$ cat src/lic_pkg.sv
// Purpose: shared constants for the line interface parameter bank
// Assumes: 32-bit AHB-Lite data, one 16-bit parameter per aligned word
// Notes:   byte address of a parameter is four times its index
package lic_pkg;

  // widths and counts
  localparam int unsigned DATA_W    = 16;
  localparam int unsigned IDX_W     = 6;
  localparam int unsigned COEF_W    = 13;
  localparam int unsigned NUM_PARAM = 16;
  localparam int unsigned NUM_PAIR  = 3;

  // parameter indices, byte address is index * 4
  localparam logic [5:0] IDX_LC_HIGH     = 6'h1c;
  localparam logic [5:0] IDX_RING_TRIP   = 6'h1d;
  localparam logic [5:0] IDX_CM_MIN      = 6'h1e;
  localparam logic [5:0] IDX_CM_MAX      = 6'h1f;
  localparam logic [5:0] IDX_PWR_A       = 6'h20;
  localparam logic [5:0] IDX_PWR_B       = 6'h21;
  localparam logic [5:0] IDX_PWR_C       = 6'h22;
  localparam logic [5:0] IDX_LC_COEF     = 6'h23;
  localparam logic [5:0] IDX_RT_COEF     = 6'h24;
  localparam logic [5:0] IDX_POLE_A      = 6'h25;
  localparam logic [5:0] IDX_POLE_B      = 6'h26;
  localparam logic [5:0] IDX_POLE_C      = 6'h27;
  localparam logic [5:0] IDX_RING_BIAS   = 6'h28;
  localparam logic [5:0] IDX_OVERHEAD    = 6'h29;
  localparam logic [5:0] IDX_RESERVED    = 6'h2a;
  localparam logic [5:0] IDX_LC_LOW      = 6'h2b;
  localparam logic [5:0] IDX_PROG_STATUS = 6'h2c;
  localparam logic [5:0] IDX_DET_STATUS  = 6'h2d;
  localparam logic [5:0] IDX_FIRST       = 6'h1c;
  localparam logic [5:0] IDX_LAST        = 6'h2b;

  // field positions and limits
  localparam int unsigned BIAS_W      = 4;
  localparam int unsigned OVH_W       = 4;
  localparam logic [3:0]  OVH_MAX_STD = 4'h6;
  localparam logic [3:0]  OVH_MAX_EXT = 4'h9;

  // reset values
  localparam logic [15:0] PARAM_RESET = 16'h0000;
  localparam logic [31:0] RDATA_RESET = 32'h0000_0000;

  // bus encodings
  localparam logic [2:0]  HSIZE_WORD  = 3'b010;
  localparam logic        HRESP_OKAY  = 1'b0;

endpackage

$ cat src/lic_lowpass.sv
// Purpose: first-order low-pass, y += (x - y) * coef / 2^COEF_W
// Assumes: coef below 2^COEF_W, so y always stays between y and x
// Notes:   updates only on sample_en
`timescale 1ns/1ps
module lic_lowpass
  import lic_pkg::*;
#(
  parameter int unsigned W  = 16,
  parameter int unsigned CW = 13
)(
  input  wire logic                hclk,
  input  wire logic                hresetn,
  input  wire logic                sample_en,
  input  wire logic signed [W-1:0] x,
  input  wire logic [CW-1:0]       coef,
  output logic signed [W-1:0]      y
);

  logic signed [W:0]      diff;
  logic signed [W+CW+1:0] prod;
  logic signed [W:0]      next_y;

  // scaled step towards the new sample
  always_comb begin
    diff   = x - y;
    prod   = diff * $signed({1'b0, coef});
    next_y = y + $signed(prod[W+CW:CW]);
  end

  // filter state
  always_ff @(posedge hclk or negedge hresetn) begin
    if (!hresetn) begin
      y <= '0;
    end else if (sample_en) begin
      y <= next_y[W-1:0];
    end
  end

endmodule

$ cat src/lic_ahb_slave.sv
// Purpose: AHB-Lite slave front end, zero wait states
// Assumes: single word transfers, one slave on the bus
// Notes:   read data captured at the address phase edge
`timescale 1ns/1ps
module lic_ahb_slave
  import lic_pkg::*;
(
  input  wire logic              hclk,
  input  wire logic              hresetn,
  input  wire logic              hsel,
  input  wire logic [31:0]       haddr,
  input  wire logic [1:0]        htrans,
  input  wire logic              hwrite,
  input  wire logic [2:0]        hsize,
  input  wire logic [31:0]       hwdata,
  input  wire logic              hready,
  output logic                   hreadyout,
  output logic                   hresp,
  output logic [31:0]            hrdata,
  output logic [IDX_W-1:0]       rd_idx,
  input  wire logic [DATA_W-1:0] rd_value,
  output logic                   wr_en,
  output logic [IDX_W-1:0]       wr_idx,
  output logic [DATA_W-1:0]      wr_data
);

  logic take;
  logic addr_ok;
  logic dp_write;

  // address phase qualification
  assign take    = hsel && hready && htrans[1];
  assign addr_ok = (haddr[31:8] == 24'h0) && (haddr[1:0] == 2'b00) && (hsize == HSIZE_WORD);
  assign rd_idx  = haddr[7:2];

  // always ready, always okay
  assign hreadyout = 1'b1;
  assign hresp     = HRESP_OKAY;

  // write commits in the data phase
  assign wr_en   = dp_write;
  assign wr_data = hwdata[DATA_W-1:0];

  // data phase write tracking
  always_ff @(posedge hclk or negedge hresetn) begin
    if (!hresetn) begin
      dp_write <= 1'b0;
      wr_idx   <= '0;
    end else begin
      dp_write <= take && hwrite && addr_ok;
      if (take) begin
        wr_idx <= rd_idx;
      end
    end
  end

  // read data, zero for bad or unmapped addresses
  always_ff @(posedge hclk or negedge hresetn) begin
    if (!hresetn) begin
      hrdata <= RDATA_RESET;
    end else if (take && !hwrite) begin
      hrdata <= addr_ok ? {16'h0, rd_value} : RDATA_RESET;
    end
  end

endmodule

$ cat src/lic_param_bank.sv
// Purpose: line interface parameter bank and the detectors it steers
// Assumes: samples and direct-register bits come from logic on hclk
// Notes:   a detector stays idle until its parameters are written
// Function
// parameters undefined after reset, never trusted
// unused bits stored, readable, software writes zero
// every parameter read as two's complement; coefficients, ringing bias and overhead code are read unsigned here
// hysteresis on: primary threshold is upper bound
// loop threshold code step 1.27 mA
// ring-trip threshold used while ringing
// below negative common-mode threshold widens bandwidth
// above positive common-mode threshold widens bandwidth
// common-mode code step 0.375 V
// three power-alarm thresholds, one per pair
// loop-closure and ring-trip filter coefficients
// thermal poles feed power-alarm estimation
// software should program ringing bias zero
// overhead code 0 to 6h, narrow range
// overhead code 0 to 9h, wide range
// lower bound closes hysteresis window
// hysteresis off: lower bound ignored
`timescale 1ns/1ps
module lic_param_bank
  import lic_pkg::*;
(
  input  wire logic                     hclk,
  input  wire logic                     hresetn,
  // ahb-lite register port
  input  wire logic                     hsel,
  input  wire logic [31:0]              haddr,
  input  wire logic [1:0]               htrans,
  input  wire logic                     hwrite,
  input  wire logic [2:0]               hsize,
  input  wire logic [31:0]              hwdata,
  input  wire logic                     hready,
  output logic                          hreadyout,
  output logic                          hresp,
  output logic [31:0]                   hrdata,
  // direct-register bits and line state
  input  wire logic                     hysteresis_enable,
  input  wire logic                     ringing_active,
  input  wire logic                     overhead_range_select,
  // measurement samples
  input  wire logic                     sample_en,
  input  wire logic signed [DATA_W-1:0] loop_current,
  input  wire logic signed [DATA_W-1:0] ring_current,
  input  wire logic signed [DATA_W-1:0] common_mode_voltage,
  input  wire logic signed [DATA_W-1:0] power_pair_a,
  input  wire logic signed [DATA_W-1:0] power_pair_b,
  input  wire logic signed [DATA_W-1:0] power_pair_c,
  // results
  output logic                          loop_closed,
  output logic                          ring_trip,
  output logic                          cm_speedup,
  output logic [NUM_PAIR-1:0]           power_alarm,
  output logic [BIAS_W-1:0]             ringing_bias,
  output logic [OVH_W-1:0]              overhead_voltage,
  output logic                          overhead_range_error
);

  // parameter storage and written flags
  logic [DATA_W-1:0]    param_reg [NUM_PARAM];
  logic [NUM_PARAM-1:0] programmed;

  // bus side signals
  logic [IDX_W-1:0]  rd_idx;
  logic [DATA_W-1:0] rd_value;
  logic              wr_en;
  logic [IDX_W-1:0]  wr_idx;
  logic [DATA_W-1:0] wr_data;

  // filtered measurements
  logic signed [DATA_W-1:0] loop_filt;
  logic signed [DATA_W-1:0] ring_filt;
  logic signed [DATA_W-1:0] power_in   [NUM_PAIR];
  logic signed [DATA_W-1:0] power_filt [NUM_PAIR];

  // parameters viewed as signed thresholds and unsigned coefficients and codes
  logic signed [DATA_W-1:0] lc_high;
  logic signed [DATA_W-1:0] lc_low;
  logic signed [DATA_W-1:0] rt_level;
  logic signed [DATA_W-1:0] cm_min;
  logic signed [DATA_W-1:0] cm_max;
  logic signed [DATA_W-1:0] pwr_level  [NUM_PAIR];
  logic [COEF_W-1:0]        pole_coef  [NUM_PAIR];
  logic [COEF_W-1:0]        lc_coef;
  logic [COEF_W-1:0]        rt_coef;
  logic [OVH_W-1:0]         ovh_code;

  // readiness of each detector
  logic lc_ready;
  logic rt_ready;
  logic cm_ready;
  logic [NUM_PAIR-1:0] pwr_ready;

  // detector next values
  logic next_loop_closed;
  logic next_cm_speedup;
  logic ovh_limit_bad;

  // slot number of an index inside the bank
  function automatic logic [3:0] slot_of(input logic [IDX_W-1:0] idx);
    logic [IDX_W-1:0] off;
    off = idx - IDX_FIRST;
    return off[3:0];
  endfunction

  // true for an index that software may write
  function automatic logic is_writable(input logic [IDX_W-1:0] idx);
    return (idx >= IDX_FIRST) && (idx <= IDX_LAST) && (idx != IDX_RESERVED);
  endfunction

  // stored word of a parameter, zero before first write
  function automatic logic [DATA_W-1:0] word_of(input logic [IDX_W-1:0] idx);
    logic [3:0] s;
    s = slot_of(idx);
    return programmed[s] ? param_reg[s] : PARAM_RESET;
  endfunction

  // bus front end
  lic_ahb_slave u_slave (
    .hclk      (hclk),
    .hresetn   (hresetn),
    .hsel      (hsel),
    .haddr     (haddr),
    .htrans    (htrans),
    .hwrite    (hwrite),
    .hsize     (hsize),
    .hwdata    (hwdata),
    .hready    (hready),
    .hreadyout (hreadyout),
    .hresp     (hresp),
    .hrdata    (hrdata),
    .rd_idx    (rd_idx),
    .rd_value  (rd_value),
    .wr_en     (wr_en),
    .wr_idx    (wr_idx),
    .wr_data   (wr_data)
  );

  // unused bits kept
  // whole 16-bit word stored, including bits outside the field
  always_ff @(posedge hclk or negedge hresetn) begin
    if (!hresetn) begin
      for (int i = 0; i < NUM_PARAM; i++) begin
        param_reg[i] <= PARAM_RESET;
      end
    end else if (wr_en && is_writable(wr_idx)) begin
      param_reg[slot_of(wr_idx)] <= wr_data;
    end
  end

  // nothing trusted after reset
  // a flag per parameter, set by its first write
  always_ff @(posedge hclk or negedge hresetn) begin
    if (!hresetn) begin
      programmed <= '0;
    end else if (wr_en && is_writable(wr_idx)) begin
      programmed[slot_of(wr_idx)] <= 1'b1;
    end
  end

  // read mux; a write in flight to the same word is forwarded
  always_comb begin
    rd_value = '0;
    if (wr_en && is_writable(wr_idx) && (wr_idx == rd_idx)) begin
      rd_value = wr_data;
    end else if (is_writable(rd_idx)) begin
      rd_value = word_of(rd_idx);
    end else if (rd_idx == IDX_PROG_STATUS) begin
      rd_value = programmed;
    end else if (rd_idx == IDX_DET_STATUS) begin
      rd_value = {7'h0, overhead_range_error, power_alarm, cm_speedup,
                  ring_trip, loop_closed, hysteresis_enable, ringing_active};
    end
  end

  // signed view
  // loop code units
  // common-mode code units
  // samples arrive in the same code units as the thresholds
  always_comb begin // a process, so writes to the storage are seen
    lc_high  = $signed(word_of(IDX_LC_HIGH));
    lc_low   = $signed(word_of(IDX_LC_LOW));
    rt_level = $signed(word_of(IDX_RING_TRIP));
    cm_min   = $signed(word_of(IDX_CM_MIN));
    cm_max   = $signed(word_of(IDX_CM_MAX));
    lc_coef  = COEF_W'(word_of(IDX_LC_COEF));
    rt_coef  = COEF_W'(word_of(IDX_RT_COEF));
    ovh_code = OVH_W'(word_of(IDX_OVERHEAD));
  end

  // one threshold per pair
  // pole per pair
  // per-pair parameters gathered for the generate loop
  always_comb begin
    pwr_level[0] = $signed(word_of(IDX_PWR_A));
    pwr_level[1] = $signed(word_of(IDX_PWR_B));
    pwr_level[2] = $signed(word_of(IDX_PWR_C));
    pole_coef[0] = COEF_W'(word_of(IDX_POLE_A));
    pole_coef[1] = COEF_W'(word_of(IDX_POLE_B));
    pole_coef[2] = COEF_W'(word_of(IDX_POLE_C));
  end
  assign power_in[0]  = power_pair_a;
  assign power_in[1]  = power_pair_b;
  assign power_in[2]  = power_pair_c;

  // detectors wait
  // each detector runs only once its parameters are written
  assign lc_ready = programmed[slot_of(IDX_LC_HIGH)] &&
                    programmed[slot_of(IDX_LC_COEF)] &&
                    (!hysteresis_enable || programmed[slot_of(IDX_LC_LOW)]);
  assign rt_ready = programmed[slot_of(IDX_RING_TRIP)] &&
                    programmed[slot_of(IDX_RT_COEF)];
  assign cm_ready = programmed[slot_of(IDX_CM_MIN)] &&
                    programmed[slot_of(IDX_CM_MAX)];
  assign pwr_ready[0] = programmed[slot_of(IDX_PWR_A)] && programmed[slot_of(IDX_POLE_A)];
  assign pwr_ready[1] = programmed[slot_of(IDX_PWR_B)] && programmed[slot_of(IDX_POLE_B)];
  assign pwr_ready[2] = programmed[slot_of(IDX_PWR_C)] && programmed[slot_of(IDX_POLE_C)];

  // loop filter
  // loop current smoothed before the threshold test
  lic_lowpass #(
    .W  (DATA_W),
    .CW (COEF_W)
  ) u_loop_filt (
    .hclk      (hclk),
    .hresetn   (hresetn),
    .sample_en (sample_en),
    .x         (loop_current),
    .coef      (lc_coef),
    .y         (loop_filt)
  );

  // ring-trip filter
  // ring current smoothed before the trip test
  lic_lowpass #(
    .W  (DATA_W),
    .CW (COEF_W)
  ) u_ring_filt (
    .hclk      (hclk),
    .hresetn   (hresetn),
    .sample_en (sample_en),
    .x         (ring_current),
    .coef      (rt_coef),
    .y         (ring_filt)
  );

  // loop closure decision
  always_comb begin
    next_loop_closed = loop_closed;
    if (!lc_ready) begin
      next_loop_closed = 1'b0;
    end else if (hysteresis_enable) begin
      // upper bound sets
      if (loop_filt > lc_high) begin
        next_loop_closed = 1'b1;
      // lower bound clears
      end else if (loop_filt < lc_low) begin
        next_loop_closed = 1'b0;
      end
    end else begin
      // single threshold only
      next_loop_closed = (loop_filt > lc_high);
    end
  end

  // loop closure state, moves on a sample, cleared at once while not ready
  always_ff @(posedge hclk or negedge hresetn) begin
    if (!hresetn) begin
      loop_closed <= 1'b0;
    end else if (sample_en || !lc_ready) begin
      loop_closed <= next_loop_closed;
    end
  end

  // trip while ringing
  // ring trip only meaningful while ringing is on
  always_ff @(posedge hclk or negedge hresetn) begin
    if (!hresetn) begin
      ring_trip <= 1'b0;
    end else if (!rt_ready || !ringing_active) begin
      ring_trip <= 1'b0;
    end else if (sample_en) begin
      ring_trip <= (ring_filt > rt_level);
    end
  end

  // negative side
  // positive side
  // either excursion selects the wide control bandwidth
  always_comb begin
    next_cm_speedup = 1'b0;
    if (cm_ready) begin
      next_cm_speedup = (common_mode_voltage < -cm_min) ||
                        (common_mode_voltage > cm_max);
    end
  end

  // speed-up request
  always_ff @(posedge hclk or negedge hresetn) begin
    if (!hresetn) begin
      cm_speedup <= 1'b0;
    end else if (sample_en || !cm_ready) begin
      cm_speedup <= next_cm_speedup;
    end
  end

  // thermal estimate
  // alarm per pair
  // one thermal filter and alarm for each transistor pair
  for (genvar p = 0; p < NUM_PAIR; p++) begin : g_pair
    lic_lowpass #(
      .W  (DATA_W),
      .CW (COEF_W)
    ) u_thermal (
      .hclk      (hclk),
      .hresetn   (hresetn),
      .sample_en (sample_en),
      .x         (power_in[p]),
      .coef      (pole_coef[p]),
      .y         (power_filt[p])
    );

    // alarm when estimated power passes its threshold
    always_ff @(posedge hclk or negedge hresetn) begin
      if (!hresetn) begin
        power_alarm[p] <= 1'b0;
      end else if (!pwr_ready[p]) begin
        power_alarm[p] <= 1'b0;
      end else if (sample_en) begin
        power_alarm[p] <= (power_filt[p] > pwr_level[p]);
      end
    end
  end

  // bias passed as written
  // bias adjust handed to the ringing path, zero until written
  always_ff @(posedge hclk or negedge hresetn) begin
    if (!hresetn) begin
      ringing_bias <= '0;
    end else begin
      ringing_bias <= BIAS_W'(word_of(IDX_RING_BIAS));
    end
  end

  // narrow limit
  // wide limit
  // code beyond the allowed range for the selected span
  assign ovh_limit_bad = overhead_range_select ?
                         (ovh_code > OVH_MAX_EXT) :
                         (ovh_code > OVH_MAX_STD);

  // overhead code to the converter, flag when out of range
  always_ff @(posedge hclk or negedge hresetn) begin
    if (!hresetn) begin
      overhead_voltage     <= '0;
      overhead_range_error <= 1'b0;
    end else begin
      overhead_voltage     <= ovh_code;
      overhead_range_error <= programmed[slot_of(IDX_OVERHEAD)] && ovh_limit_bad;
    end
  end

endmodule

$ cat config.mk
export PLATFORM = sky130hd
export DESIGN_NAME = lic_param_bank
export DESIGN_NICKNAME = d
export VERILOG_FILES = /design/src/lic_pkg.sv /design/src/lic_lowpass.sv /design/src/lic_ahb_slave.sv /design/src/lic_param_bank.sv
export SDC_FILE = /design/constraint.sdc
export NUM_CORES = 2
export LEC_CHECK = 0
export BUFFER_PORTS_ARGS = -buffer_cell sky130_fd_sc_hd__buf_4
export CORE_ASPECT_RATIO = 0.7
export CORE_UTILIZATION = 45
export CTS_BUF_LIST = sky130_fd_sc_hd__clkbuf_4
export DETAILED_ROUTE_END_ITERATION = 8
export HOLD_SLACK_MARGIN = 0.02
export PLACE_DENSITY = 0.66
export SLEW_MARGIN = 20
export SYNTH_ARGS = -nofsm -noshare
export SYNTH_HDL_FRONTEND = slang
export SYNTH_SLANG_ARGS = --single-unit
$ cat constraint.sdc
create_clock -name hclk -period 9.2 [get_ports hclk]
set_clock_uncertainty 0.15 [all_clocks]
set_input_delay 0 -clock hclk [delete_from_list [all_inputs] [get_ports hclk]]
set_output_delay 0 -clock hclk [all_outputs]
set_load 0.1 [all_outputs]
==> qor.log <==
[status] violated checks setup timing
[timing] period utilization 1.08
[synth] synthesis warning total 0
[global_routing] fraction of met3 tracks used by global routing 0.0784
[layout] area of the multi-input gates 0.0524 mm^2
[routing] number of design rule violations left after detail routing 0
[die] die height 321 um
[hold_path] min-delay worst type input port to flip-flop
[global_routing] via count of the first global-routing pass 56700
[global_routing] first-pass GRT wire length 327 mm
[power_and_ir_drop] total power divided by cell area 109 mW/mm^2
[layout] number of nets in the layout 10100
[hold_path] hold path depth 4
[timing] final count of negative-setup-slack endpoints 23
[power_and_ir_drop] Reg power frac 0.218
[global_routing] met1 layer usage reported by global route 0.413
[die] core region area 0.143 mm^2
[critical_path] Worst Path Arrival 10.54 ns
[placed_design] DP Cell Count 9787
[timing] highest clock frequency the design can meet 0.101 GHz
[critical_path] most prevalent standard cell on the critical path sky130_fd_sc_hd__fa_1
[layout] most frequent cells in the layout sky130_fd_sc_hd__inv_1 (1315), sky130_fd_sc_hd__buf_4 (1240), sky130_fd_sc_hd__fa_1 (1001)
[global_routing] GRT busiest layer met2
[critical_path] number of cell instances on the worst register-to-register path 48
[synth] count of different cell masters after synthesis 76
[critical_path] total number of cells along the worst setup path 48
[clock_tree] Root Buffer sky130_fd_sc_hd__clkbuf_4
[global_routing] pin count of the biggest net entering global routing 187
[routing] via count of the routed design 54800
[timing] unrepaired setup endpoints after global routing yes
[placed_design] half-perimeter wire length after detailed placement 171 mm
[routing] Routed WL per cell 20.5 um
[clock_tree] CTS H-Tree Depth 3
[power_and_ir_drop] reported net switching power 3.84 mW
[critical_path] kind of cell adding the most delay to the critical path adder cells
[hold_path] Worst Hold Launch hsel
[power_and_ir_drop] leakage power summed over all cells 42.5 nW
[timing] worst rel slew slack 0.178
[critical_path] CP required 9.83 ns
[global_routing] overflow left after global routing 0
[clock_tree] TritonCTS clock tree yes
[synth] count of mapped cells out of synthesis 7050
[placed_design] routability cong. 1.01
[layout] non-filler cells in the finished layout 10300
[critical_path] sort of element at the start of the critical path flip-flop
[clock_tree] clock network latency to the later pin of the worst-skew pair 0.96 ns
[global_routing] number of antenna violations at the first check in global routing 18
[critical_path] master of the slowest instance on the critical path sky130_fd_sc_hd__fa_1
[timing] fin worst setup slack -0.714 ns
[synth] dominant synthesized flop cell sky130_fd_sc_hd__dfrtp_1
[synth] netlist area before placement 0.0652 mm^2
[synth] flop and latch count out of synthesis 390
[clock_tree] CTS sink count 390
[layout] number of flip-flops in the largest register 256
[timing] final count of hold timing violations 0
[placed_design] total of buffers placed on input and output ports 187
[power_and_ir_drop] internal power contribution 5.09 mW
[die] boundary pin count 223
[routing] routed wire length 210 mm
[power_and_ir_drop] power share of the combinational group 0.598
[placed_design] Place WS -0.965 ns
[die] die boundary width 457 um
[critical_path] type of destination of the critical path flip-flop
[routing] drt first-iter violations 4790
[critical_path] critical register-to-register path startpoint g_pair[2].u_thermal.y[1]$_DFFE_PN0P_
[layout] Final Instance Area 0.0818 mm^2
[critical_path] category of the most critical setup path flip-flop to flip-flop
[timing] min cycle time layout 9.91 ns
[routing] first-pass iteration count of the detailed router 8
[die] placement row count 116
[synth] number of flops mapped to enable cells by yosys 0
[clock_tree] buffer depth of the longest clock path 3
[timing] number of pins exceeding their max-slew limit in the final report 0
[global_routing] M2 GR Usage 0.431
[routing] average vias per placed instance 5.35
[layout] layout cell share with drive strength beyond 1 0.279
[synth] mean instance size in the synthesized netlist 9.25 um^2
[synth] portion of the post-synthesis area used by sequential elements 0.150
[status] outcome complete, but fails checks
[routing] antenna-violating nets left 0
[layout] Seq. cell area 0.00976 mm^2
[critical_path] Buffers & Inverters on Critical Path 9
[critical_path] largest incremental delay on the critical path 0.52 ns
[layout] Final Core Density 0.570
[die] floorplan die area 0.147 mm^2
[power_and_ir_drop] proportion of power drawn by the clock network 0.184
[clock_tree] number of CTS-inserted buffers 102
[timing] slew at the pin closest to its max-slew limit 1.23 ns
[layout] Fill cells 12400
[global_routing] GRT Resource Usage Total 0.289
[power_and_ir_drop] Max IR drop VDD 0.123 mV
[critical_path] maximum fanout along the worst path 4
[layout] synthesis-to-finish area growth 25.3%
[layout] most common cell after layout, fill and taps aside sky130_fd_sc_hd__inv_1
[die] initial standard-cell utilization of the core 0.455
[synth] post-synthesis async set-or-reset flop share 1.00
[clock_tree] clock-pin slew on the worst setup and hold paths 0.08 ns
[critical_path] start point of the critical path g_pair[2].u_thermal.y[1]$_DFFE_PN0P_
[placed_design] area after detailed placement 0.0753 mm^2
[power_and_ir_drop] switching share of power 0.430
[job] number of max-cap violations 0
## Yosys cell counts (8+ instances only)
library cell / n / area [um^2]
sky130_fd_sc_hd__a31oi_1: 17 / 106
sky130_fd_sc_hd__mux2_2: 248 / 2790
sky130_fd_sc_hd__xor2_1: 85 / 744
sky130_fd_sc_hd__nor2_1: 667 / 2500
sky130_fd_sc_hd__inv_1: 1373 / 5150
sky130_fd_sc_hd__nand2_1: 839 / 3150
sky130_fd_sc_hd__and3_1: 23 / 144
sky130_fd_sc_hd__nor2b_1: 58 / 363
sky130_fd_sc_hd__mux2i_1: 34 / 340
sky130_fd_sc_hd__a32o_1: 9 / 90.1
sky130_fd_sc_hd__dfrtp_1: 390 / 9760
sky130_fd_sc_hd__and2_1: 78 / 488
sky130_fd_sc_hd__fa_1: 1020 / 20400
sky130_fd_sc_hd__nor3_1: 47 / 235
sky130_fd_sc_hd__ha_1: 644 / 8060
sky130_fd_sc_hd__nand3b_1: 10 / 75.1
sky130_fd_sc_hd__xnor2_1: 221 / 1940
sky130_fd_sc_hd__nand2b_1: 64 / 400
sky130_fd_sc_hd__a21o_1: 72 / 541
sky130_fd_sc_hd__buf_4: 18 / 135
sky130_fd_sc_hd__o21ai_0: 185 / 926
sky130_fd_sc_hd__or3_1: 11 / 68.8
sky130_fd_sc_hd__nor4_1: 14 / 87.6
sky130_fd_sc_hd__a21boi_1: 14 / 105
sky130_fd_sc_hd__a21oi_1: 168 / 841
sky130_fd_sc_hd__nand4_1: 39 / 244
sky130_fd_sc_hd__clkbuf_1: 227 / 852
sky130_fd_sc_hd__nand3_1: 86 / 430
sky130_fd_sc_hd__o21a_1: 41 / 308
sky130_fd_sc_hd__o21bai_1: 25 / 188
sky130_fd_sc_hd__or2_2: 47 / 294
sky130_fd_sc_hd__mux4_2: 85 / 1910
sky130_fd_sc_hd__o31ai_1: 8 / 60.1
sky130_fd_sc_hd__o21ai_1: 16 / 80.1
sky130_fd_sc_hd__o211ai_1: 18 / 135
sky130_fd_sc_hd__and4_1: 9 / 78.8
sky130_fd_sc_hd__buf_1: 18 / 67.6
sky130_fd_sc_hd__o41ai_1: 8 / 70.1
sky130_fd_sc_hd__o31a_1: 14 / 123
## per-stage QoR
stage | hold slack [ns] | total power [mW] | TNS (ns)
final | 0.0799 | 8.93 | -6.42
after global routing | 0.0661 | 9.35 | -17.35
after CTS | 0.0335 | 8.48 | -4.48
after detailed placement | -0.213 | 6.40 | -15.37
after global placement | -0.217 | 6.33 | -10.09
after floorplan | -0.446 | 3.91 | -0.622
## worst min-delay path: stages
cell	delay, ns
sky130_fd_sc_hd__buf_4	0.11
sky130_fd_sc_hd__nand3_1	0.27
sky130_fd_sc_hd__o21ai_0	0.13
sky130_fd_sc_hd__dlygate4sd3_1	0.58
## logic make-up (layout without fill, tap and decap cells)
group,count (synthesis),after routing,share of synthesized area
and+or+nand+nor,2013,2013,0.134
adders and majority gates,1664,1664,0.437
buffers and inverters,1638,2931,0.0953
AOI/OAI and AO/OA,666,666,0.0649
DFF,390,390,0.150
muxes,367,367,0.0774
xor gates and xnor gates,310,310,0.0425
other,2,29,0.000115
## routing by layer
layer | up-vias | part of all wire | wire (um)
li1 | 24600 | - | -
met1 | 27500 | 0.43 | 89900
met2 | 2336 | 0.43 | 91300
met3 | 371 | 0.11 | 22900
met4 | 14 | 0.029 | 6040
met5 | - | 0.00043 | 90
## power groups by stage
stage / clock network, mW / registers, mW / logic, mW
floorplan: 0 / 1.94 / 1.98
global placement: 0 / 1.97 / 4.37
detailed placement: 0 / 1.97 / 4.42
CTS: 1.66 / 1.94 / 4.88
global route: 1.75 / 1.96 / 5.64
finish: 1.64 / 1.95 / 5.34
## repair_timing
action,4_1_cts,5_1_grt
endpoints found under the setup margin,40,46
buffers inserted,124,74
endpoints found under the hold margin,629,0
pin swaps,286,292
resized for setup,284,316
hold buffers,89,0
## area by class of cell
type / count / area share
Timing Repair Buffer: 1372 / 0.131
Clock buffer: 137 / 0.0126
Multi-Input combinational cell: 5038 / 0.640
Tap cell: 1888 / 0.0289
Sequential cell: 390 / 0.119
Antenna cell: 11 / 0.000337
Inverter: 1373 / 0.0630
Clock inverter: 49 / 0.00402
## final timing paths
kind / to / slack, ns
max: g_pair[2].u_thermal.y[15]$_DFFE_PN0P_ / -0.71
min: u_slave.wr_idx[2]$_DFFE_PN0P_ / 0.08
max reg2reg: g_pair[2].u_thermal.y[15]$_DFFE_PN0P_ / -0.71
min reg2reg: param_reg[20]$_DFFE_PN0P_ / 0.23
max in group asynchronous: param_reg[236]$_DFFE_PN0P_ / 7.06
min in group asynchronous: u_loop_filt.y[15]$_DFFE_PN0P_ / 0.10
Note: power is estimated with default switching activity, not from simulation.
